### src/hw/slcs_pkg.sv
// Constants and types shared by the scan-list channel sequencer.
// Assumes a single 20 MHz clock domain and a simple sel/wr/rd register port.
package slcs_pkg;
    localparam int          NUM_CH        = 16;     // Input channels
    localparam int          SRC_W         = 5;      // Source select width
    localparam int          FIFO_DEPTH    = 512;    // Scan-list entries
    localparam int          ID_W          = 8;      // Module ident width
    localparam int          CAL_AW        = 4;      // Calibration word address width
    localparam int          CAL_DW        = 16;     // Calibration word width
    localparam logic [4:0]  CJ_SRC        = 5'h10;  // Cold-junction source code
    localparam logic [4:0]  SRC_RST       = 5'h00;  // Source after reset
    localparam logic [15:0] GAIN_RST      = 16'h0000; // All channels gain 1
    localparam logic [7:0]  MODULE_ID_DEF = 8'h5A;  // Ident value, arbitrary

    // Register offsets on the control port
    localparam logic [2:0]  ADDR_ID       = 3'h0;   // Ident
    localparam logic [2:0]  ADDR_CALA     = 3'h1;   // Calibration address
    localparam logic [2:0]  ADDR_CALD     = 3'h2;   // Calibration data
    localparam logic [2:0]  ADDR_GAIN     = 3'h3;   // Gain bits
    localparam logic [2:0]  ADDR_CPL      = 3'h4;   // Coupling bits
    localparam logic [2:0]  ADDR_CTL      = 3'h5;   // Auto-zero, clear list
    localparam logic [2:0]  ADDR_LIST     = 3'h6;   // List load, current entry
    localparam logic [2:0]  ADDR_STAT     = 3'h7;   // Status

    // Output routing modes
    typedef enum logic [1:0] {
        SLCS_RT_IDLE  = 2'b00,
        SLCS_RT_LOCAL = 2'b01,
        SLCS_RT_TOBUS = 2'b10,
        SLCS_RT_PASS  = 2'b11
    } slcs_route_t;
endpackage

### src/hw/slcs_fifo.sv
// Scan-list memory: write port from controller, circular read port.
// Assumes one clock; reads wrap to entry 0 after the last loaded entry.
`timescale 1ns/1ps
`default_nettype none
module slcs_fifo #(
    parameter int DEPTH = 512,
    parameter int W     = 5
) (
    input  wire logic         ref_clk,     // Clock
    input  wire logic         reset_n,     // Sync reset, low
    input  wire logic         clear,       // Empty the list
    input  wire logic         wr_en,       // Load one entry
    input  wire logic [W-1:0] wr_data,     // Entry to load
    input  wire logic         rd_adv,      // Step to next entry
    input  wire logic         rd_rewind,   // Back to first entry
    output logic      [W-1:0] rd_data,     // Current entry
    output logic              empty,       // No entries loaded
    output logic              full         // List full
);
    localparam int AW = $clog2(DEPTH);
    logic [W-1:0]  mem [DEPTH];
    logic [AW:0]   cnt_r, cnt_nxt;
    logic [AW-1:0] rp_r, rp_nxt;

    // Next pointers; wrap gives repeated scans
    always_comb begin
        cnt_nxt = cnt_r;
        rp_nxt  = rp_r;
        if (clear) begin
            cnt_nxt = '0;
            rp_nxt  = '0;
        end else begin
            if (wr_en && !full)
                cnt_nxt = cnt_r + 1'b1;
            if (rd_rewind)
                rp_nxt = '0;
            else if (rd_adv && !empty) begin
                if ({1'b0, rp_r} + 1'b1 >= cnt_r)
                    rp_nxt = '0;
                else
                    rp_nxt = rp_r + 1'b1;
            end
        end
    end

    // Registers
    always_ff @(posedge ref_clk) begin
        if (!reset_n) begin
            cnt_r <= '0;
            rp_r  <= '0;
        end else begin
            cnt_r <= cnt_nxt;
            rp_r  <= rp_nxt;
        end
    end

    // Storage in load order
    always_ff @(posedge ref_clk) begin
        if (wr_en && !full && !clear)
            mem[cnt_r[AW-1:0]] <= wr_data;
    end

    assign rd_data = mem[rp_r];
    assign empty   = (cnt_r == '0);
    assign full    = (cnt_r == (AW+1)'(DEPTH));
endmodule
`default_nettype wire

### src/hw/slcs_top.sv
// Scan-list channel sequencer: mux select, gains, coupling, routing.
// Assumes controller signals synchronous to ref_clk; registers reached over the sel/wr/rd/addr port.
// Contract
// - One of 16 channels or cold junction selected at a time.
// - Per-channel gain, 1 or 100.
// - Scan list held in a FIFO loaded by controller, read in order.
// - Entries may name channels in any order.
// - Repeated channels selected each time reached.
// - Scanned but not cabled: drive selection onto backplane bus.
// - Cabled, other module scanned: pass backplane to output pin.
// - Cabled and scanned itself: own channel to output pin.
// - Address decoder with ident, calibration, gain, channel registers.
// - Input switch to connector or ground, forced by auto-zero.
// - Auto-zero grounds all inputs internally.
`timescale 1ns/1ps
`default_nettype none
module slcs_top #(
    parameter int         DEPTH     = slcs_pkg::FIFO_DEPTH,
    parameter logic [7:0] MODULE_ID = slcs_pkg::MODULE_ID_DEF  // Arbitrary ident
) (
    input  wire logic        ref_clk,        // 20 MHz clock
    input  wire logic        reset_n,        // Sync reset, low
    input  wire logic        sel,            // Module addressed
    input  wire logic        wr,             // Write strobe
    input  wire logic        rd,             // Read strobe
    input  wire logic [2:0]  addr,           // Register select
    input  wire logic [15:0] wdata,          // Write data
    output logic      [15:0] rdata,          // Read data
    output logic             rvalid,         // Read data valid pulse
    input  wire logic        scan_adv,       // Conversion advance pulse
    input  wire logic        scan_start,     // Rewind to first entry
    input  wire logic        is_cabled,      // Module cabled to acq device
    input  wire logic        bus_scanned,    // This module owns the scan slot
    output logic      [4:0]  mux_sel,        // Mux source, 16 = cold junction
    output logic      [15:0] gain_hi,        // Gain 100 per channel when 1
    output logic      [15:0] input_ground,   // Input grounded per channel
    output logic             mux_output_pin, // Local source to output pin
    output logic             bus_drive,      // Drive backplane analog bus
    output logic             bus_to_pin      // Backplane bus to output pin
);
    // Register map: 0 ident, 1 cal addr, 2 cal data, 3 gain,
    // 4 coupling, 5 control (bit0 auto-zero, bit1 clear list),
    // 6 scan-list load/current entry, 7 status/mux select.
    localparam logic [2:0] A_ID   = slcs_pkg::ADDR_ID;
    localparam logic [2:0] A_CALA = slcs_pkg::ADDR_CALA;
    localparam logic [2:0] A_CALD = slcs_pkg::ADDR_CALD;
    localparam logic [2:0] A_GAIN = slcs_pkg::ADDR_GAIN;
    localparam logic [2:0] A_CPL  = slcs_pkg::ADDR_CPL;
    localparam logic [2:0] A_CTL  = slcs_pkg::ADDR_CTL;
    localparam logic [2:0] A_LIST = slcs_pkg::ADDR_LIST;
    localparam logic [2:0] A_STAT = slcs_pkg::ADDR_STAT;

    logic [slcs_pkg::CAL_DW-1:0] cal_mem [2**slcs_pkg::CAL_AW];
    logic [3:0]  cal_a_r, cal_a_nxt;
    logic [15:0] gain_r, gain_nxt, cpl_r, cpl_nxt;
    logic        az_r, az_nxt;
    logic [15:0] rdata_r, rdata_nxt;
    logic        rvalid_r, rvalid_nxt;
    logic [4:0]  sel_r, sel_nxt;
    logic [15:0] gnd_r, gnd_nxt;
    logic        pin_r, pin_nxt, drv_r, drv_nxt, pass_r, pass_nxt;
    slcs_pkg::slcs_route_t route;
    logic [4:0]  entry;
    logic        empty, full;
    logic        list_wr, list_clr;

    // Address decode of write strobes
    assign list_wr  = sel && wr && (addr == A_LIST);
    assign list_clr = sel && wr && (addr == A_CTL) && wdata[1];

    ////////////////////////////////////////////////////////////////////////
    // Scan-list memory
    slcs_fifo #(.DEPTH(DEPTH), .W(slcs_pkg::SRC_W)) u_list (
        .ref_clk   (ref_clk),
        .reset_n   (reset_n),
        .clear     (list_clr),
        .wr_en     (list_wr),
        .wr_data   (wdata[4:0]),
        .rd_adv    (scan_adv),
        .rd_rewind (scan_start),
        .rd_data   (entry),
        .empty     (empty),
        .full      (full)
    );

    ////////////////////////////////////////////////////////////////////////
    // Register file next values
    always_comb begin
        cal_a_nxt  = cal_a_r;
        gain_nxt   = gain_r;
        cpl_nxt    = cpl_r;
        az_nxt     = az_r;
        rdata_nxt  = rdata_r;
        rvalid_nxt = 1'b0;
        if (sel && wr) begin
            unique case (addr)
                A_CALA: cal_a_nxt = wdata[3:0];
                A_GAIN: gain_nxt  = wdata;
                A_CPL:  cpl_nxt   = wdata;
                A_CTL:  az_nxt    = wdata[0];
                default: ;
            endcase
        end
        if (sel && rd) begin
            rvalid_nxt = 1'b1;
            unique case (addr)
                A_ID:    rdata_nxt = {8'h00, MODULE_ID};
                A_CALA:  rdata_nxt = {12'h000, cal_a_r};
                A_CALD:  rdata_nxt = cal_mem[cal_a_r];
                A_GAIN:  rdata_nxt = gain_r;
                A_CPL:   rdata_nxt = cpl_r;
                A_CTL:   rdata_nxt = {15'h0000, az_r};
                A_LIST:  rdata_nxt = {11'h000, entry};
                A_STAT:  rdata_nxt = {9'h000, full, empty, sel_r};
            endcase
        end
    end

    // Register file
    always_ff @(posedge ref_clk) begin
        if (!reset_n) begin
            cal_a_r  <= '0;
            gain_r   <= slcs_pkg::GAIN_RST;
            cpl_r    <= 16'h0000;
            az_r     <= 1'b0;
            rdata_r  <= 16'h0000;
            rvalid_r <= 1'b0;
        end else begin
            cal_a_r  <= cal_a_nxt;
            gain_r   <= gain_nxt;
            cpl_r    <= cpl_nxt;
            az_r     <= az_nxt;
            rdata_r  <= rdata_nxt;
            rvalid_r <= rvalid_nxt;
        end
    end

    // Calibration storage
    always_ff @(posedge ref_clk) begin
        if (sel && wr && addr == A_CALD)
            cal_mem[cal_a_r] <= wdata;
    end

    ////////////////////////////////////////////////////////////////////////
    // Routing decision
    always_comb begin
        if (bus_scanned && is_cabled)
            route = slcs_pkg::SLCS_RT_LOCAL;
        else if (bus_scanned)
            route = slcs_pkg::SLCS_RT_TOBUS;
        else if (is_cabled)
            route = slcs_pkg::SLCS_RT_PASS;
        else
            route = slcs_pkg::SLCS_RT_IDLE;
    end

    // Analog control next values
    always_comb begin
        // Entry taken as is: any order, repeats allowed; 17+ codes clamp to cold junction
        if (empty)
            sel_nxt = slcs_pkg::SRC_RST;
        else if (entry > slcs_pkg::CJ_SRC)
            sel_nxt = slcs_pkg::CJ_SRC;
        else
            sel_nxt = entry;
        gnd_nxt  = az_r ? 16'hFFFF : cpl_r;
        pin_nxt  = (route == slcs_pkg::SLCS_RT_LOCAL);
        drv_nxt  = (route == slcs_pkg::SLCS_RT_TOBUS);
        pass_nxt = (route == slcs_pkg::SLCS_RT_PASS);
    end

    // Analog control registers
    always_ff @(posedge ref_clk) begin
        if (!reset_n) begin
            sel_r  <= slcs_pkg::SRC_RST;
            gnd_r  <= 16'h0000;
            pin_r  <= 1'b0;
            drv_r  <= 1'b0;
            pass_r <= 1'b0;
        end else begin
            sel_r  <= sel_nxt;
            gnd_r  <= gnd_nxt;
            pin_r  <= pin_nxt;
            drv_r  <= drv_nxt;
            pass_r <= pass_nxt;
        end
    end

    assign mux_sel        = sel_r;
    assign gain_hi        = gain_r;
    assign input_ground   = gnd_r;
    assign mux_output_pin = pin_r;
    assign bus_drive      = drv_r;
    assign bus_to_pin     = pass_r;
    assign rdata          = rdata_r;
    assign rvalid         = rvalid_r;

    ////////////////////////////////////////////////////////////////////////
    // Checks
    one_source_a: assert property (@(posedge ref_clk) disable iff (!reset_n)
        mux_sel <= slcs_pkg::CJ_SRC) else $error("mux select out of range");
    gain_follow_a: assert property (@(posedge ref_clk) disable iff (!reset_n)
        sel && wr && addr == A_GAIN |=> gain_hi == $past(wdata))
        else $error("gain not written");
    sel_follow_a: assert property (@(posedge ref_clk) disable iff (!reset_n)
        !empty && entry <= slcs_pkg::CJ_SRC |=> mux_sel == $past(entry))
        else $error("mux select does not follow entry");
    az_ground_a: assert property (@(posedge ref_clk) disable iff (!reset_n)
        az_r |=> input_ground == 16'hFFFF) else $error("auto-zero not grounded");
    cpl_follow_a: assert property (@(posedge ref_clk) disable iff (!reset_n)
        !az_r |=> input_ground == $past(cpl_r)) else $error("coupling wrong");
    bus_drive_a: assert property (@(posedge ref_clk) disable iff (!reset_n)
        bus_scanned && !is_cabled |=> bus_drive && !mux_output_pin)
        else $error("bus not driven");
    pass_pin_a: assert property (@(posedge ref_clk) disable iff (!reset_n)
        !bus_scanned && is_cabled |=> bus_to_pin && !bus_drive)
        else $error("bus not passed to pin");
    local_pin_a: assert property (@(posedge ref_clk) disable iff (!reset_n)
        bus_scanned && is_cabled |=> mux_output_pin && !bus_to_pin)
        else $error("local not routed to pin");
    id_read_a: assert property (@(posedge ref_clk) disable iff (!reset_n)
        sel && rd && addr == A_ID |=> rvalid && rdata == {8'h00, MODULE_ID})
        else $error("ident read wrong");
    list_load_a: assert property (@(posedge ref_clk) disable iff (!reset_n)
        empty && list_wr && !list_clr |=> !empty) else $error("list not loaded");
    rewind_a: assert property (@(posedge ref_clk) disable iff (!reset_n)
        scan_start && !list_clr ##1 !empty |-> entry == u_list.mem[0])
        else $error("rewind missed first entry");
endmodule
`default_nettype wire

### config.mk
export PLATFORM = sky130hd
export DESIGN_NAME = slcs_top
export DESIGN_NICKNAME = d
export VERILOG_FILES = /design/src/hw/slcs_pkg.sv /design/src/hw/slcs_fifo.sv /design/src/hw/slcs_top.sv
export SDC_FILE = /design/constraint.sdc
export NUM_CORES = 2
export LEC_CHECK = 0
export ABC_AREA = 1
export BUFFER_PORTS_ARGS = -buffer_cell sky130_fd_sc_hd__buf_2
export CORE_ASPECT_RATIO = 0.5
export CORE_MARGIN = 4
export CORE_UTILIZATION = 40
export DETAILED_ROUTE_END_ITERATION = 6
export GPL_ROUTABILITY_DRIVEN = 0
export HOLD_SLACK_MARGIN = 0.06
export PLACE_DENSITY_LB_ADDON = 0.25
export SETUP_SLACK_MARGIN = 0.02
export SYNTH_ARGS = -nofsm -noshare
export SYNTH_HDL_FRONTEND = slang
export SYNTH_HIERARCHICAL = 1
export SYNTH_SLANG_ARGS = --single-unit
### constraint.sdc
create_clock -name ref_clk -period 6.4 [get_ports ref_clk]
set_input_delay 1.28 -clock ref_clk [delete_from_list [all_inputs] [get_ports ref_clk]]
set_output_delay 1.28 -clock ref_clk [all_outputs]
set_load 0.01 [all_outputs]
Yosys cells after proc, flatten, opt, wreduce, memory -nomap -nowiden
Memories as Yosys holds them, arrays and structs flattened. A register that Yosys moved wholly into a read port is not among the register bits.
Index checks and enable logic that the tools add are counted.
Widths: inputs -> output; s select.
- bitwise operators: 1
- equal/unequal tests: 11
- order comparisons: 2
- $add $sub $neg: 3
- muxes and demuxes: 16
- reductions and logical operators: 23
- operator list (cell ; number):
    $pmux 16 s8 ; 1
    $mux 9 ; 3
    $mux 16 ; 1
    $eq 3x3->1 const B ; 4
    $add 10x1->10 const B ; 1
    $add 9x1->10 const B ; 1
    $eq 10x10->1 const B ; 1
    $ge 10x10->1 ; 1
    $logic_and 1x1->1 ; 10
    $logic_not 10->1 ; 1
    $add 9x1->9 const B ; 1
    $mux 4 ; 2
    $reduce_and 2->1 ; 4
    $eq 3x2->1 const B ; 2
    $mux 2 ; 3
    $reduce_or 3->1 ; 2
    $gt 5x5->1 const B ; 1
    $mux 1 ; 5
    $mux 5 ; 1
    $eq 2x2->1 const B ; 2
    $reduce_or 2->1 ; 2
    $eq 3x1->1 const B ; 1
    $logic_not 1->1 ; 3
    $logic_not 3->1 ; 1
    2 further kinds ; 2
- bits of input ports: 28
- register bits: 97
- RAM bits: 2816
- word-level logic and storage cells: 72
- memories kept: 2
- memories (name ; words ; width ; read ports ; clocked after Yosys merged registers in ; write ports ; line ; RTL):
    u_list.mem ; 512 ; 5 ; 1 ; 1 ; 1 ; slcs_fifo.sv:21 ; logic [W-1:0] mem [DEPTH];
    cal_mem ; 16 ; 16 ; 1 ; 1 ; 1 ; slcs_top.sv:53 ; logic [slcs_pkg::CAL_DW-1:0] cal_mem [2**slcs_pkg::CAL_AW];

Longest topological paths before layout
- depth in word-level cells: 7
- depth in mapped cells: 20
- gate-level depth less buffers: 17

By module
The synthesis kept the hierarchy.
- modules (own cells, without submodules) (module ; seq. area each (sq um) ; instances ; cells an instance ; area each (sq um)):
    slcs_fifo ; 77434.3 ; 1 ; 9131 ; 106056.7
    slcs_top ; 9328.9 ; 1 ; 1390 ; 13903.3

Worst setup path after synthesis
Ideal clock, no wire load.
- path type: input -> register
- start: in addr[2]
- end: mem u_list.mem[368][0], enable pin
- stages on the path: 9
- required time: 6.060 ns
- path buffers: 3
- arrival: 2.854 ns
- setup time: 0.340 ns
- slack: 3.207 ns
- cells stage by stage: buf_2 > nand3_1 > nor2_1 > nand2_4 > nor2_2 > buf_4 > buf_4 > nand2_1 > nor2_1
- elaborated cells on any way between the ends: 10
- classes of those cells: eq/ne (2); mux (2); reduce/logical (6)
- RTL lines (item ; line ; RTL):
    from (decl) ; slcs_top.sv:26 ; input wire logic [2:0] addr,
    $eq 3x3->1 ; slcs_top.sv:68 ; assign list_wr = sel && wr && (addr == A_LIST);
    $logic_and 1x1->1 ; slcs_top.sv:68 ;
    named net list_wr ; slcs_top.sv:65 ; logic list_wr, list_clr;
    $logic_and 1x1->1 (2 in series) ; slcs_fifo.sv:59 ; if (wr_en && !full && !clear)
    $mux 1 ; slcs_fifo.sv:59 ;
    $mux 1 (implied by the code) ; slcs_fifo.sv:60 ; mem[cnt_r[AW-1:0]] <= wr_data;
    to (decl) ; slcs_fifo.sv:21 ;
The timed path passes the listed nets, and every way through them passes these cells.

==> impl_metrics.ini <==
[routing]
drt_iter0_drc = 9577
ant_nets = 0
wirelength_mm = 335
drt_first_pass_iters = 7
wl_per_cell_um = 23.0
vias = 79625
drcViolationCount = 2
via_per_inst = 5.47

[sta]
fin_skew_ps = 41.3
finalSetupViolations = 0
drv_slew = 0
rsz0062_at_grt = false
max-slew-margin-rel_pct = 16.3
tns_ps = 0
layout_setup_ws_ps = 1680
holdWs_ps = 473
fin_crit_ps = 4720
finalHoldViolCount = 0
post-route-period-util_pct = 73.8
tightest_slew_ps = 1260
max_freq_mhz = 212

[floorplanning]
initial_core_util_pct = 40.4
die-area_um2 = 309000
io_pins = 85
die_w_um = 782
die_y_um = 395
core_area_um2 = 297000
rows = 141

[yosys]
synth_top_family_by_area = simple AND/OR/NAND/NOR gates
synth_compound_area_share_pct = 0.916
synthCells = 10521
synthTopCellsByArea = edfxtp_1 70%, nand3_1 11%, nand2_1 9.2%
synthXorXnorAreaFrac_pct = 0.0438
async_flop_share_pct = 0
synthAdderAreaFrac_pct = 0.156
yosysTopAreaCell = edfxtp_1
syn_area_per_cell_um2 = 11.4
yosys_warnings = 6
seq_area_frac_synth_pct = 72.3
synth.top_cell.area_share_pct = 70.5
synth-simple-area-share_pct = 23.0
ys_seq_elements = 2926
synth_nets = 10564
syn_area_um2 = 120000
synth_edf_count = 2816
ys_types = 37
synth.mux.area_fraction_pct = 0
ys.flop_type = edfxtp_1

[placement]
detailed_place_hpwl_mm = 191
post-place-ws_ps = 1130
io_buffers = 84

[clocking]
cts_resized = 0
clockBufferDepth = 4
path_clk_slew_ps = 60
cts_buffers = 281
clockRootBuffer = clkbuf_16
clk_latency_ps = 850
cts_setup_buffers = 0
hold_buffers = 0
htreeDepth = 5
cts_tree = yes
cts.sinks = 2926

[pwr]
ir_worst_vdd_v = 0.000176
p_comb_share_pct = 1.5
swShare_pct = 19.9
powerDensity_nw_per_um2 = 284
netSwitchingPower_uw = 7530
leakage_uw = 0.0456
p_int_uw = 30200
clkPwrFrac_pct = 42.9
seq_power_share_pct = 55.5
total_power_uw = 37800

[status]
outcome = finished with violations
violations = design-rule violations

[grt]
grt_remaining_overflow = 0
grtUsageTotal_pct = 21.0
grt_pass1_vias = 76524
grt_pass1_wl_mm = 491
antenna_found_initial = 11
grt_max_degree = 216

[cells_and_area]
final_core_utilization_pct = 44.7
final_cell_mix = 2950 x nand2_1, 2816 x edfxtp_1, 2717 x nand3_1
multiInputGateArea_um2 = 29000
fillers = 27112
final_common_cell = nand2_1
final_nets = 10379
regArea_um2 = 86800
drive_gt1_share_pct = 6.54
area_growth_pct = 10.7

[critical_path]
critPathKind = reg2reg
cp_max_fo = 126
worstPathCellList = inv_8, buf_4, nand2_1, nand3_1, nand3_1, nand3_1, nand3_1, nand3_1, nand3_1, nand3_1, nand3_1, nand2_1, o41ai_1, and3_1, inv_1, nor2_1
endpoint_kind = flop
crit_arrival_ps = 5470
crit_path_max_incr_delay_ps = 880
critPathLaunchType = flop
required_ps = 7150
path_common_cell = nand3_1
cpMaxStageDelayCell = dfxtp_4

[hold_path]
min_path_type = reg2reg

[job]
maxCapViolCount = 0
kinds of logic (layout without fill, tap and decap cells):
logic type | count (synthesis) | after routing
other cells | 0 | 1
buf+inv | 985 | 1008
flops | 2926 | 2926
fa+ha+maj | 15 | 15
compound gates | 206 | 206
xor+xnor | 6 | 6
simple gates | 6383 | 6383
worst max-delay path, delay by kind of cell, from the launching register on:
family | cells | cell delay [ps]
compound gates | 1 | 440
buf+inv | 3 | 1040
flops | 1 | 880
simple gates | 12 | 2180
state kept, by name (all words and copies together) (netlist names), named ones only:
register,cells
u_list/mem,2560
cal_mem,256
cpl_r,16
gain_hi,16
input_ground,16
rdata,16
u_list/cnt_r,10
u_list/rp_r,9
mux_sel,5
cal_a_r,4
az_r,1
bus_drive,1
bus_to_pin,1
mux_output_pin,1
rvalid,1
power by group through the flow:
stage | registers (uW) | logic (uW) | clock network [uW]
after floorplan | 21400 | 103 | 0
after global placement | 21400 | 584 | 0
after detailed placement | 21400 | 585 | 0
after CTS | 21000 | 586 | 16500
after global routing | 21000 | 621 | 17300
final | 21000 | 576 | 16200
final timing paths:
| path | startpoint | to | slack (ps) | cells after the start |
|---|---|---|---|---|
| worst min-delay path | rdata[8]$_SDFFE_PN0P_ | rdata[8]$_SDFFE_PN0P_ | 470 | 2 |
| worst max register to register | flop | mux_sel[1]$_SDFF_PP0_ | 1680 | 16 |
| worst max-delay path | flop | mux_sel[1]$_SDFF_PP0_ | 1680 | 16 |
| worst min register to register | rdata[8]$_SDFFE_PN0P_ | rdata[8]$_SDFFE_PN0P_ | 470 | 2 |
layout make-up:
cell class	instances	share of cell area [%]
Inverter	281	0.820
Antenna cell	1	0.00188
Tap cell	4004	3.77
Timing Repair Buffer	236	1.61
Clock buffer	346	5.66
Multi-Input combinational cell	6610	21.8
Sequential cell	2926	65.4
Clock inverter	145	0.928
cells in the mapped netlist, drive strengths merged, types with 2 or more instances:
master  instances
dfxtp         110
xor2            6
clkbuf        217
o211ai         17
clkinv          7
nor2          654
nand4           5
o21ai          96
inv           274
nand2        2957
buf           487
a211oi          3
nor4            4
edfxtp       2816
nor3           25
ha             15
nor3b           3
a21oi          79
or2             2
nand3        2732
o22ai           8
per-layer routing:
layer | wire length [um] | track usage, % | share of wire, %
met4 | 8700 | 5.46 | 2.6
met3 | 28400 | 3.43 | 8.5
met1 | 145000 | 30.1 | 43
met2 | 153000 | 33.4 | 46
met5 | 13 | 0 | 0.0039
per-stage QoR:
stage               cells  cell area, um^2
finish              14549           133000
global route        14548           133000
CTS                 14548           133000
detailed placement  14057           124000
global placement    14057           124000
floorplan           10521           120000
Note: power is estimated with default switching activity, not from simulation.
